--- config.mk ---
export PLATFORM = sky130hd
export DESIGN_NAME = pps_sequencer
export DESIGN_NICKNAME = d
export VERILOG_FILES = /design/src/rtl/pps_pkg.sv /design/src/rtl/pps_dwell_timer.sv /design/src/rtl/pps_sequencer.sv /design/src/rtl/pps_sync.sv
export SDC_FILE = /design/constraint.sdc
export NUM_CORES = 1
export LEC_CHECK = 0
export ABC_AREA = 1
export ABC_CLOCK_PERIOD_IN_PS = 4350
export BUFFER_PORTS_ARGS = -buffer_cell sky130_fd_sc_hd__buf_4
export CAP_MARGIN = 30
export CORE_UTILIZATION = 45
export DETAILED_ROUTE_END_ITERATION = 6
export PLACE_DENSITY = 0.69
export SYNTH_ARGS = -nofsm -noshare
export SYNTH_HDL_FRONTEND = slang
export SYNTH_SLANG_ARGS = --single-unit
--- constraint.sdc ---
create_clock -name pclk -period 4.35 [get_ports pclk]
set_clock_uncertainty 0.15 [all_clocks]
set_input_delay 0.2175 -clock pclk [delete_from_list [all_inputs] [get_ports pclk]]
set_output_delay 0.2175 -clock pclk [all_outputs]
set_load 0.02 [all_outputs]
--- src/rtl/pps_pkg.sv ---
// Constants, register map and state type of the point-to-point step sequencer.
package pps_pkg;
	localparam int          CLK_HZ            = 10_000_000;
	localparam int          DWELL_UNIT_MS     = 50;
	localparam int          DWELL_UNIT_CYC    = DWELL_UNIT_MS * (CLK_HZ / 1000);
	localparam logic [15:0] START_DELAY_UNITS = 16'h0001;
	localparam int          NUM_STEPS         = 16;
	localparam int          ADDR_W            = 12;

	localparam logic [11:0] OFS_RSVD   = 12'h000;
	localparam logic [11:0] OFS_MODE   = 12'h004;
	localparam logic [11:0] OFS_TARGET = 12'h008;
	localparam logic [11:0] OFS_FIRST  = 12'h00C;
	localparam logic [11:0] OFS_LAST   = 12'h010;
	localparam logic [11:0] OFS_CTRL   = 12'h014;
	localparam logic [11:0] OFS_STATUS = 12'h018;
	localparam logic [11:0] OFS_DWELL  = 12'h040;

	localparam int RUN_LSB  = 0;
	localparam int STEP_LSB = 4;
	localparam int SIN_LSB  = 8;
	localparam int CTRL_RESTART = 0;

	localparam logic [15:0] MODE_RST   = 16'h0000;
	localparam logic [15:0] TARGET_RST = 16'h0000;
	localparam logic [15:0] FIRST_RST  = 16'h0000;
	localparam logic [15:0] LAST_RST   = 16'h000F;
	localparam logic [15:0] DWELL_RST  = 16'h0001;

	typedef enum logic [1:0] {
		PPS_IDLE  = 2'b00,
		PPS_DELAY = 2'b01,
		PPS_RUN   = 2'b11,
		PPS_HOLD  = 2'b10
	} pps_state_t;

	function automatic logic pps_is_dwell(input logic [11:0] addr);
		pps_is_dwell = (addr >= OFS_DWELL) && (addr < OFS_DWELL + 12'h040) && (addr[1:0] == 2'b00);
	endfunction
endpackage

--- src/rtl/pps_dwell_timer.sv ---
// Dwell timer that counts whole time units of a fixed number of cycles.
`timescale 1ns/1ps
`default_nettype none
module pps_dwell_timer #(
	parameter int UNIT_CYCLES = 500000
) (
	input  wire logic        pclk,
	input  wire logic        presetn,
	input  wire logic        load,
	input  wire logic [15:0] units,
	output var  logic        done
);
	localparam int PRE_W = $clog2(UNIT_CYCLES + 1);

	logic [PRE_W-1:0] pre_r;
	logic [PRE_W-1:0] pre_nxt;
	logic [15:0]      left_r;
	logic [15:0]      left_nxt;
	logic             fresh_r;

	initial begin
		if (UNIT_CYCLES < 1) $error("UNIT_CYCLES must be at least one");
	end

	// Done waits one cycle after a load so that it never answers for the old count.
	assign done = (left_r == 16'h0000) && !fresh_r;

	always_comb begin
		pre_nxt  = pre_r;
		left_nxt = left_r;
		if (load) begin
			pre_nxt  = '0;
			left_nxt = units;
		end else if (left_r != 16'h0000) begin
			if (pre_r == PRE_W'(UNIT_CYCLES - 1)) begin
				pre_nxt  = '0;
				left_nxt = left_r - 16'h0001;
			end else begin
				pre_nxt = pre_r + PRE_W'(1);
			end
		end
	end

	always_ff @(posedge pclk or negedge presetn) begin
		if (!presetn) begin
			pre_r   <= '0;
			left_r  <= 16'h0000;
			fresh_r <= 1'b0;
		end else begin
			pre_r   <= pre_nxt;
			left_r  <= left_nxt;
			fresh_r <= load;
		end
	end
endmodule
`default_nettype wire

--- src/rtl/pps_sequencer.sv ---
// Point-to-point step sequencer with APB register access.
// Summary of operation
// Run mode 0/2 cyclic, 1/3 single run.
// Modes 2/3 swap start and homing inputs.
// Step mode 0: timed steps, servo-on starts.
// Step mode 1: advance input steps, never halts.
// Step mode 2: timed steps, start input gates.
// Step mode 3: advance input steps, start gates.
// Start-gated modes: restart returns to first step (ignored in PPS_HOLD, which keeps the last step).
// Step input mode selects level or edge.
// Program mode selects incremental or absolute targets.
// Execution begins at the first step setting.
// Last step setting ends the program.
// Timed dwell is step time in 50 ms.
// Cyclic wraps to first; single holds idle.
// Settings act at once, no restart needed.
//
// Local design decisions: the register addresses and the APB interface to the registers.
`timescale 1ns/1ps
`default_nettype none
module pps_sequencer
	import pps_pkg::*;
#(
	parameter int STEPS       = NUM_STEPS,
	parameter int UNIT_CYCLES = DWELL_UNIT_CYC
) (
	input  wire logic                     pclk,
	input  wire logic                     presetn,
	input  wire logic                     psel,
	input  wire logic                     penable,
	input  wire logic                     pwrite,
	input  wire logic [ADDR_W-1:0]        paddr,
	input  wire logic [31:0]              pwdata,
	output var  logic [31:0]              prdata,
	output var  logic                     pready,
	output var  logic                     pslverr,
	input  wire logic                     servo_on,
	input  wire logic                     positive_side_input,
	input  wire logic                     negative_side_input,
	input  wire logic                     step_advance_input,
	output var  logic [$clog2(STEPS)-1:0] step_index,
	output var  logic                     step_strobe,
	output var  logic                     pulse_enable,
	output var  logic                     target_absolute,
	output var  logic                     home_search,
	output var  logic                     program_done
);
	localparam int IW = $clog2(STEPS);

	initial begin
		if (STEPS != NUM_STEPS) $error("STEPS must match the sixteen dwell slots");
	end

	logic [15:0]   mode_r;
	logic [15:0]   target_r;
	logic [15:0]   first_r;
	logic [15:0]   last_r;
	logic [15:0]   dwell_r [STEPS];
	logic [31:0]   rdata_nxt;
	logic          err_nxt;
	logic          wr_en;
	logic          restart;
	logic [3:0]    pins_s;
	logic          servo_s;
	logic          pos_s;
	logic          neg_s;
	logic          adv_s;
	logic          adv_prev_r;
	logic          tmr_load;
	logic [15:0]   tmr_units;
	logic          tmr_done;
	pps_state_t    state_r;
	pps_state_t    state_nxt;
	logic [IW-1:0] step_nxt;
	logic          strobe_nxt;
	logic          pulse_nxt;
	logic          done_nxt;

	pps_sync #(
		.WIDTH (4)
	) u_sync (
		.pclk     (pclk),
		.presetn  (presetn),
		.async_in ({servo_on, positive_side_input, negative_side_input, step_advance_input}),
		.sync_out (pins_s)
	);

	assign servo_s = pins_s[3];
	assign pos_s   = pins_s[2];
	assign neg_s   = pins_s[1];
	assign adv_s   = pins_s[0];

	pps_dwell_timer #(
		.UNIT_CYCLES (UNIT_CYCLES)
	) u_timer (
		.pclk    (pclk),
		.presetn (presetn),
		.load    (tmr_load),
		.units   (tmr_units),
		.done    (tmr_done)
	);

	// Register access. Every setting is read live by the sequencer below.
	assign wr_en   = psel && penable && pready && pwrite;
	assign restart = wr_en && (paddr == OFS_CTRL) && pwdata[CTRL_RESTART];

	always_comb begin
		rdata_nxt = 32'h00000000;
		err_nxt   = 1'b0;
		if (pps_is_dwell(paddr)) begin
			rdata_nxt = {16'h0000, dwell_r[paddr[5:2]]};
		end else begin
			case (paddr)
				OFS_RSVD:   rdata_nxt = 32'h00000000;
				OFS_MODE:   rdata_nxt = {16'h0000, mode_r};
				OFS_TARGET: rdata_nxt = {16'h0000, target_r};
				OFS_FIRST:  rdata_nxt = {16'h0000, first_r};
				OFS_LAST:   rdata_nxt = {16'h0000, last_r};
				OFS_CTRL:   rdata_nxt = 32'h00000000;
				OFS_STATUS: rdata_nxt = {23'h000000, home_search, program_done, pulse_enable,
					state_r, step_index};
				default:    err_nxt = 1'b1;
			endcase
		end
	end

	always_ff @(posedge pclk or negedge presetn) begin
		if (!presetn) begin
			prdata   <= 32'h00000000;
			pready   <= 1'b0;
			pslverr  <= 1'b0;
			mode_r   <= MODE_RST;
			target_r <= TARGET_RST;
			first_r  <= FIRST_RST;
			last_r   <= LAST_RST;
			for (int i = 0; i < STEPS; i++) begin
				dwell_r[i] <= DWELL_RST;
			end
		end else begin
			pready  <= psel && !penable;
			pslverr <= psel && !penable && err_nxt;
			if (psel && !penable) begin
				prdata <= rdata_nxt;
			end
			if (wr_en) begin
				if (pps_is_dwell(paddr)) begin
					dwell_r[paddr[5:2]] <= pwdata[15:0];
				end
				case (paddr)
					OFS_MODE:   mode_r   <= pwdata[15:0];
					OFS_TARGET: target_r <= pwdata[15:0];
					OFS_FIRST:  first_r  <= pwdata[15:0];
					OFS_LAST:   last_r   <= pwdata[15:0];
					default: begin
					end
				endcase
			end
		end
	end

	// Decoded settings, no shadow copies.
	logic          cyclic;
	logic          swap;
	logic          use_adv;
	logic          need_start;
	logic          edge_mode;
	logic          start_in;
	logic          start_req;
	logic          adv_rise;
	logic          advance;
	logic [IW-1:0] first_idx;
	logic [IW-1:0] last_idx;

	assign cyclic     = !mode_r[RUN_LSB];
	assign swap       = mode_r[RUN_LSB + 1];
	assign use_adv    = mode_r[STEP_LSB];
	assign need_start = mode_r[STEP_LSB + 1];
	assign edge_mode  = mode_r[SIN_LSB];
	assign first_idx  = first_r[IW-1:0];
	assign last_idx   = last_r[IW-1:0];
	assign start_in   = swap ? neg_s : pos_s;
	assign start_req  = servo_s && (!need_start || start_in);
	assign adv_rise   = adv_s && !adv_prev_r;

	// Level mode needs the dwell spent and the input high; edge mode takes one rising edge.
	always_comb begin
		if (use_adv) begin
			advance = edge_mode ? adv_rise : (adv_s && tmr_done);
		end else begin
			advance = tmr_done;
		end
	end

	always_comb begin
		state_nxt  = state_r;
		step_nxt   = step_index;
		strobe_nxt = 1'b0;
		tmr_load   = 1'b0;
		done_nxt   = program_done;
		case (state_r)
			PPS_IDLE: begin
				if (start_req) begin
					state_nxt = PPS_DELAY;
					step_nxt  = first_idx;
					tmr_load  = 1'b1;
					done_nxt  = 1'b0;
				end
			end
			PPS_DELAY: begin
				if (!start_req) begin
					state_nxt = PPS_IDLE;
				end else if (restart && need_start) begin
					step_nxt = first_idx;
				end else if (tmr_done) begin
					state_nxt  = PPS_RUN;
					strobe_nxt = 1'b1;
					tmr_load   = 1'b1;
				end
			end
			PPS_RUN: begin
				if (!start_req) begin
					state_nxt = PPS_IDLE;
				end else if (restart && need_start) begin
					step_nxt   = first_idx;
					strobe_nxt = 1'b1;
					tmr_load   = 1'b1;
				end else if (advance) begin
					if (step_index == last_idx) begin
						if (cyclic) begin
							step_nxt   = first_idx;
							strobe_nxt = 1'b1;
							tmr_load   = 1'b1;
						end else begin
							state_nxt = PPS_HOLD;
							done_nxt  = 1'b1;
						end
					end else begin
						step_nxt   = step_index + IW'(1);
						strobe_nxt = 1'b1;
						tmr_load   = 1'b1;
					end
				end
			end
			PPS_HOLD: begin
				if (!start_req) begin
					state_nxt = PPS_IDLE;
				end
			end
			default: begin
				state_nxt = PPS_IDLE;
			end
		endcase
		tmr_units = (state_nxt == PPS_DELAY) ? START_DELAY_UNITS : dwell_r[step_nxt];
		pulse_nxt = (state_nxt == PPS_RUN);
	end

	always_ff @(posedge pclk or negedge presetn) begin
		if (!presetn) begin
			state_r         <= PPS_IDLE;
			step_index      <= '0;
			step_strobe     <= 1'b0;
			pulse_enable    <= 1'b0;
			program_done    <= 1'b0;
			target_absolute <= 1'b0;
			home_search     <= 1'b0;
			adv_prev_r      <= 1'b0;
		end else begin
			state_r         <= state_nxt;
			step_index      <= step_nxt;
			step_strobe     <= strobe_nxt;
			pulse_enable    <= pulse_nxt;
			program_done    <= done_nxt;
			target_absolute <= target_r[0];
			home_search     <= swap ? pos_s : neg_s;
			adv_prev_r      <= adv_s;
		end
	end
endmodule
`default_nettype wire

--- src/rtl/pps_sync.sv ---
// Two-stage synchroniser for asynchronous input pins.
`timescale 1ns/1ps
`default_nettype none
module pps_sync #(
	parameter int WIDTH = 1
) (
	input  wire logic             pclk,
	input  wire logic             presetn,
	input  wire logic [WIDTH-1:0] async_in,
	output var  logic [WIDTH-1:0] sync_out
);
	logic [WIDTH-1:0] meta_r;

	always_ff @(posedge pclk or negedge presetn) begin
		if (!presetn) begin
			meta_r   <= '0;
			sync_out <= '0;
		end else begin
			meta_r   <= async_in;
			sync_out <= meta_r;
		end
	end
endmodule
`default_nettype wire

==> PnR_summary.wiki, run 1 <==
{| class="wikitable"
! Metric !! Value
|-
| Wire length of the first global-routing pass || 105000 um
|-
| Most area-hungry cell type in the Yosys netlist || dfrtp_1
|-
| Post-placement worst setup slack || 759 ps
|-
| Largest net degree at the start of global routing || 130
|-
| Storage cell area || 9880 um2
|-
| WS Path Type || flop to flop
|-
| Worst Tran Pin Value || 1070 ps
|-
| Class of the tightest hold or removal check || input port to flop
|-
| Area contributors post-synth || dfrtp_1 46%, nand2_1 11%, nand3_1 9.3%
|-
| Insertion delay of the later-clocked pin in the worst-skew pair || 590 ps
|-
| Cts bufs inserted || 45
|-
| Number of design rule violations left after detail routing || 0
|-
| Most frequently used cell type in the post-synthesis netlist || nand2_1
|-
| Sum of routed wire length over all layers || 66200 um
|-
| Vias post-DR || 19200
|-
| Number of nets with antenna violations after routing || 0
|-
| Setup violation total in the final timing report || 0
|-
| Die Span Y || 215 um
|-
| VDD IR max || 0.000354 V
|-
| Aggregate global-route resource usage || 28.8%
|-
| Max-slew violation total from the final report || 0
|-
| Gate count after technology mapping || 2566
|-
| Iteration count of the initial detailed-routing pass || 6
|-
| Share of post-route cells with drive strength above 1 || 10.0%
|-
| Most frequently used flop master after synthesis || dfrtp_1
|-
| Syn. warnings || 0
|-
| Leakage Power || 9.67 nW
|-
| DP Wirelength || 40100 um
|-
| Post-route clock period utilization || 85.4%
|-
| Worst setup margin || 634 ps
|-
| Number of maximum-capacitance violations || 0
|-
| Number of buffers added for setup after CTS || 0
|-
| Overall die area || 46100 um2
|-
| Number of buffers on the longest clock path || 3
|-
| Area of the mapped netlist || 20300 um2
|-
| Number of antenna violations at the first check in global routing || 0
|-
| Clock tree from TritonCTS || done
|-
| WP data required || 4700 ps
|-
| Vias per cell || 6.07
|-
| Initial Utilization || 45.8%
|-
| Count of final hold-check violations || 0
|-
| Number of distinct library cells after synthesis || 55
|-
| Core Region || 44400 um2
|-
| Number of H-tree branching levels || 2
|-
| Standard-cell rows || 77
|-
| Number of flops mapped to enable cells by yosys || 0
|-
| Unrepaired setup endpoints after global routing || no
|-
| Fillers || 4168
|-
| Clock Pin Slew Worst Setup and Hold Paths || 60 ps
|-
| Post-synth ARST share || 100%
|-
| Final estimated routing congestion in global placement || 0.897
|-
| Flop and latch count out of synthesis || 394
|-
| Average detailed-routed wire length per instance || 20.9 um
|-
| Nature of the critical path endpoint || flop
|-
| Time the worst path needs with I/O delays and setup || 3720 ps
|-
| CP startpoint kind || flop
|-
| Most numerous cell types in the synthesized netlist || 615 x nand2_1, 377 x nand3_1, 374 x dfrtp_1, 343 x o21ai_0, 145 x clkbuf_1
|-
| Setup_tns || 0 ps
|-
| Port Buf Inserts || 63
|-
| # IOs || 96
|-
| P&R area growth vs syn || 12.5%
|-
| Sequential-to-total area share from yosys stat || 48.6%
|-
| Number of sinks driven by the clock tree || 394
|-
| Crit path arrival time || 4070 ps
|-
| Max Clk Rate || 0.269 GHz
|-
| Min-Delay Path Depth || 6
|-
| Count of nets after finishing || 2599
|-
| Remaining global-route overflow || 0
|-
| Maximum fanout count along the critical path || 110
|-
| Power per cell area || 378 nW/um2
|-
| Outcome || finished clean
|-
| Placed inst area || 21300 um2
|-
| Syn_area_per_cell || 7.93 um2
|-
| Vias in the first global route || 18400
|-
| Worst max-slew margin expressed relative to the limit || 27.5%
|-
| Post-synth top area share || 46.0%
|-
| Final std cell area, no fill || 22900 um2
|-
| Die X-Extent || 215 um
|-
| Length in cells of the worst reg-to-reg path || 21
|-
| Clock root buffer master || clkbuf_16
|-
| Footprint of the multi-input gates || 9110 um2
|-
| Number of DRC markers in iteration 0 || 2569
|}
## sequential cells by signal (all words and copies together) (netlist names), 2 cells and up
name             count
prdata              16
last_r              16
mode_r              16
first_r             16
target_r            16
u_sync.meta_r        4
u_timer.pre_r       19
dwell_r            256
u_sync.sync_out      4
step_index           4
u_timer.left_r      16
state_r              2
## timing repair
action / CTS / global route
endpoints found under the hold margin: 113 / 0
hold buffers: 7 / 0
resized for setup: 0 / 0
endpoints found under the setup margin: 0 / 0
## power breakdown
part           switching, mW  internal, mW  total [mW]
clock network           1.57          2.29        3.86
logic                  0.718         0.274       0.992
registers             0.0656          3.73        3.80
total                   2.35          6.30        8.65
## per-layer routing
layer / routed length, um / global-route usage (%)
met2: 29400 / 44.2
met1: 27300 / 39.5
met3: 6530 / 4.72
met5: 0 / 0
met4: 3010 / 14.2
## cell type report
| cell class | count | area share (%) |
|---|---|---|
| diodes | 1 | 0.0109 |
| clock buffers | 67 | 5.82 |
| clock inverters | 15 | 0.705 |
| inverters | 135 | 2.22 |
| multi-input cells | 1838 | 39.8 |
| flip-flops and latches | 394 | 43.2 |
| well taps | 592 | 3.24 |
| repair buffers | 128 | 5.03 |
## cell families after synthesis
family	after synthesis	share of synthesized area, %
AND/OR/NAND/NOR	1156	24.6
XOR/XNOR	6	0.258
adder cells (fa/ha/maj)	4	0.246
AO/OA/AOI/OAI	656	19.0
other	1	0.0184
buffers and inverters	349	7.23
flip-flops	394	48.6
## critical path: stages, from the launching register on
cell	delay [ps]
dfrtp_1	410
inv_1	140
ha_1	210
nand2_1	70
nor2_1	130
nand3_2	240
nand2_1	160
nand2_1	120
nand2_1	80
nand3_1	90
nand2_1	70
nand2_1	60
nand2_1	60
nand2_1	80
nand2_4	90
buf_12	400
nand3_1	130
nand3_1	120
nand3_1	80
nand3_1	150
nand3_1	250
a21oi_1	200
## metrics by stage
stage               std cells  util [%]  hold slack (ps)  power (mW)
global placement         3074      47.8              159        4.80
finish                   3170      51.5             37.1        8.65
CTS                      3167      51.4             18.1        8.66
global route             3169      51.5             84.2        8.93
floorplan                2581         -             -228        4.46
detailed placement       3078      47.9              172        4.82
## final timing paths
path	start	to	slack, ps
worst min-delay path	paddr[7]	prdata[5]	40
worst max-delay path	u_timer.left_r[0]	u_timer.left_r[12]	630
max in group asynchronous	presetn	dwell_r[107]	2750
min in group asynchronous	presetn	pulse_enable	120
worst max register to register	u_timer.left_r[0]	u_timer.left_r[12]	630
worst min register to register	u_sync.meta_r[3]	u_sync.sync_out[3]	200
## cell usage in the layout, fill, tap and decap left out, types with 4 or more instances in the layout
master and count:
a21boi_0 27, a21o_1 8, a21oi_1 80, a221oi_1 10, a22o_1 7, a22oi_1 117
a31oi_1 12, and3_1 4, buf_12 8, buf_4 106, buf_8 4, clkbuf_1 12
clkbuf_16 47, clkbuf_8 8, clkinv_2 8, conb_1 16, dfrtp_1 374, dfstp_2 20
dlygate4sd3_1 7, ha_1 4, inv_1 119, inv_2 13, nand2_1 614, nand2_2 5
nand3_1 377, nand4_1 9, nor2_1 89, nor2_2 8, nor2_4 4, nor3_1 19
nor4_1 6, o21ai_0 343, o21ai_1 6, o221ai_1 7, o22ai_1 15, o41ai_1 8
or4_1 4, xor2_1 6
(Power assumes the default switching activity.)
==> inputs of run 2 (changes only) <==
--- a/config.mk
+++ b/config.mk
@@ -9,9 +9,12 @@
 export ABC_CLOCK_PERIOD_IN_PS = 4350
 export BUFFER_PORTS_ARGS = -buffer_cell sky130_fd_sc_hd__buf_4
 export CAP_MARGIN = 30
+export CORE_ASPECT_RATIO = 0.75
 export CORE_UTILIZATION = 45
 export DETAILED_ROUTE_END_ITERATION = 6
 export PLACE_DENSITY = 0.69
+export SLEW_MARGIN = 20
 export SYNTH_ARGS = -nofsm -noshare
 export SYNTH_HDL_FRONTEND = slang
+export SYNTH_HIERARCHICAL = 1
 export SYNTH_SLANG_ARGS = --single-unit
==> run 2 against run 1 <==
Effect of this change: core utilization down 0.41 points; highest routed layer unchanged; clock power down 6.5%; critical endpoint is now u_timer/left_r[11]; critical path type unchanged; hold slack better by 39 ps.
==> PnR_summary.wiki, run 2 <==
{| class="wikitable"
! Metric !! Value
|-
| Crit path arrival time || 4350 ps
|-
| Wire length of the first global-routing pass || 112000 um
|-
| Area of the mapped netlist || 22000 um2
|-
| WS Path Type || flop to flop
|-
| Unrepaired setup endpoints after global routing || no
|-
| Number of distinct library cells after synthesis || 48
|-
| VDD IR max || 0.000310 V
|-
| Post-route clock period utilization || 92.3%
|-
| Power per cell area || 399 nW/um2
|-
| Leakage Power || 11.2 nW
|-
| Class of the tightest hold or removal check || input port to flop
|-
| Most area-hungry cell type in the Yosys netlist || dfrtp_1
|-
| Most frequently used flop master after synthesis || dfrtp_1
|-
| Die X-Extent || 257 um
|-
| Cts bufs inserted || 41
|-
| Most numerous cell types in the synthesized netlist || 972 x nand2_1, 468 x o21ai_0, 374 x dfrtp_1, 275 x inv_1, 180 x nand3_1
|-
| Most frequently used cell type in the post-synthesis netlist || nand2_1
|-
| Largest registers ranked by flip-flop count || dwell_r: 256 flops, u_timer/pre_r: 19 flops
|-
| Syn_area_per_cell || 7.30 um2
|-
| Core Region || 47800 um2
|-
| Vias per cell || 5.70
|-
| Iteration count of the initial detailed-routing pass || 6
|-
| Vias post-DR || 20800
|-
| Sum of routed wire length over all layers || 71200 um
|-
| Post-placement worst setup slack || 106 ps
|-
| Maximum fanout count along the critical path || 10
|-
| P&R area growth vs syn || 11.1%
|-
| Final estimated routing congestion in global placement || 0.917
|-
| WP data required || 4690 ps
|-
| Time the worst path needs with I/O delays and setup || 4010 ps
|-
| Area contributors post-synth || dfrtp_1 43%, nand2_1 17%, o21ai_0 11%
|-
| Count of nets after finishing || 3046
|-
| Commonest non-fill, non-tap cell in the layout || nand2_1
|-
| Overall die area || 49800 um2
|-
| Length in cells of the worst reg-to-reg path || 25
|-
| Biggest register || dwell_r
|-
| Largest net degree at the start of global routing || 112
|-
| Max Clk Rate || 0.249 GHz
|-
| # IOs || 96
|-
| Number of sinks driven by the clock tree || 394
|-
| Post-synth top area share || 42.5%
|-
| Number of DRC markers in iteration 0 || 2430
|-
| Die Span Y || 194 um
|-
| Worst max-slew margin expressed relative to the limit || 29.5%
|-
| Number of H-tree branching levels || 2
|-
| Min-Delay Path Depth || 5
|-
| Worst hold margin || 76.0 ps
|-
| Clock tree from TritonCTS || done
|-
| Antenna cell count || 0
|-
| CP startpoint kind || flop
|-
| Number of buffers on the longest clock path || 3
|-
| Post-synth ARST share || 100%
|-
| Number of maximum-capacitance violations || 0
|-
| Most frequent cells in the layout || 969 x nand2_1, 467 x o21ai_0, 374 x dfrtp_1
|-
| Nature of the critical path endpoint || flop
|-
| Number of nets with antenna violations after routing || 0
|-
| Number of antenna violations at the first check in global routing || 0
|-
| Setup_tns || 0 ps
|-
| Clock root buffer master || clkbuf_16
|-
| Port Buf Inserts || 63
|-
| Fillers || 4615
|-
| Flop and latch count out of synthesis || 394
|-
| Remaining global-route overflow || 0
|-
| Worst Tran Pin Value || 1050 ps
|-
| Setup violation total in the final timing report || 0
|-
| Number of design rule violations left after detail routing || 0
|-
| Syn. warnings || 6
|-
| Sequential-to-total area share from yosys stat || 44.9%
|-
| Vias in the first global route || 19900
|-
| Count of final hold-check violations || 0
|-
| Max-slew violation total from the final report || 0
|-
| Insertion delay of the later-clocked pin in the worst-skew pair || 570 ps
|-
| Clock Pin Slew Worst Setup and Hold Paths || 60 ps
|-
| Worst setup margin || 336 ps
|-
| Gate count after technology mapping || 3014
|-
| Standard-cell rows || 69
|-
| Average detailed-routed wire length per instance || 19.5 um
|-
| Share of post-route cells with drive strength above 1 || 10.2%
|-
| Initial Utilization || 46.0%
|-
| Overall power || 9.75 mW
|-
| Largest register FFs || 256
|-
| DP Wirelength || 45200 um
|-
| Aggregate global-route resource usage || 28.4%
|-
| Outcome || finished clean
|-
| Number of flops mapped to enable cells by yosys || 0
|}
==> run 2: cell count changes in the layout (fill, tap and decap cells not counted), moves of 15 or more <==
| cell | change |
|---|---|
| a21boi_0 | -27 |
| a21oi_1 | -30 |
| a22oi_1 | -99 |
| inv_1 | +154 |
| nand2_1 | +355 |
| nand2_2 | +17 |
| nand3_1 | -198 |
| nand3b_1 | +27 |
| nand4_1 | +28 |
| nor2_1 | +44 |
| o21ai_0 | +124 |
| o21ai_2 | +15 |
| o22ai_1 | +43 |
==> run 2: worst paths after layout <==
check                           slack [ps]         startpoint            endpoint
min in group asynchronous              120            presetn        dwell_r[103]
worst min-delay path                    80           paddr[7]          prdata[14]
worst max register to register         340  u_timer/left_r[0]  u_timer/left_r[11]
worst max-delay path                   340  u_timer/left_r[0]  u_timer/left_r[11]
max in group asynchronous             2620            presetn         dwell_r[87]
worst min register to register         210   u_sync/meta_r[3]  u_sync/sync_out[3]
==> run 2: cell families after synthesis <==
family | Yosys count | share of synthesized area [%]
other cells | 1 | 0.0170
compound gates | 675 | 17.0
simple gates | 1424 | 27.9
xor+xnor | 4 | 0.159
buf+inv | 513 | 9.90
flops | 394 | 44.9
fa+ha+maj | 3 | 0.171
==> run 2: layer usage <==
metal  part of all wire (%)  vias up  routed length (um)  GRT usage [%]
met2                     43     1024               30800           43.0
met5                      0        -                   0              0
met3                     10      167                7310           5.29
li1                       -     9713                   -              -
met4                    3.5        0                2470           10.7
met1                     43     9942               30600           40.2
==> run 2: layout make-up <==
cell class	count	area (um2)	area share, %
well taps	639	800	3.27
clock inverters	8	116	0.476
repair buffers	138	1240	5.07
flip-flops and latches	394	9880	40.4
clock buffers	65	1240	5.06
inverters	292	1100	4.50
multi-input cells	2123	10100	41.2
==> run 2: through the flow <==
| stage | instances | instance area, um2 | utilization (%) |
|---|---|---|---|
| after global placement | 3570 | 22900 | 47.8 |
| after global routing | 3659 | 24500 | 51.1 |
| after CTS | 3654 | 24300 | 50.9 |
| final | 3659 | 24500 | 51.1 |
| after detailed placement | 3571 | 22900 | 47.8 |
| after floorplan | 3029 | 22100 | - |
==> run 2: where the power goes <==
part           switching, mW  internal (mW)
registers              0.133           3.78
clock network           1.53           2.08
logic                   1.54          0.692
==> run 2: what timing repair did <==
action,4_1_cts,5_1_grt
hold endpoints to repair,120,0
setup buffers,0,3
hold buffers,10,0
setup endpoints to repair,0,16
gates resized for setup,0,18
==> run 2: critical path, cell delays in order, from the launching register on <==
cell        delay (ps)
dfrtp_1            390
inv_1              120
ha_1               220
nand3_2            180
nor2_2             150
nand4_1            180
nor2_2             150
inv_1               50
nand2_1             70
nand3_2            130
nor3_1             160
o21ai_1            100
nand3_2            100
nand3_4            160
nand2_8            190
clkinvlp_4         270
buf_4              220
nand2_1             50
a21oi_1             60
nor2_1             140
nor2_1              70
nor2_1             330
nand2_1             90
nand2_1             80
nand2_2             50
o21ai_2             70
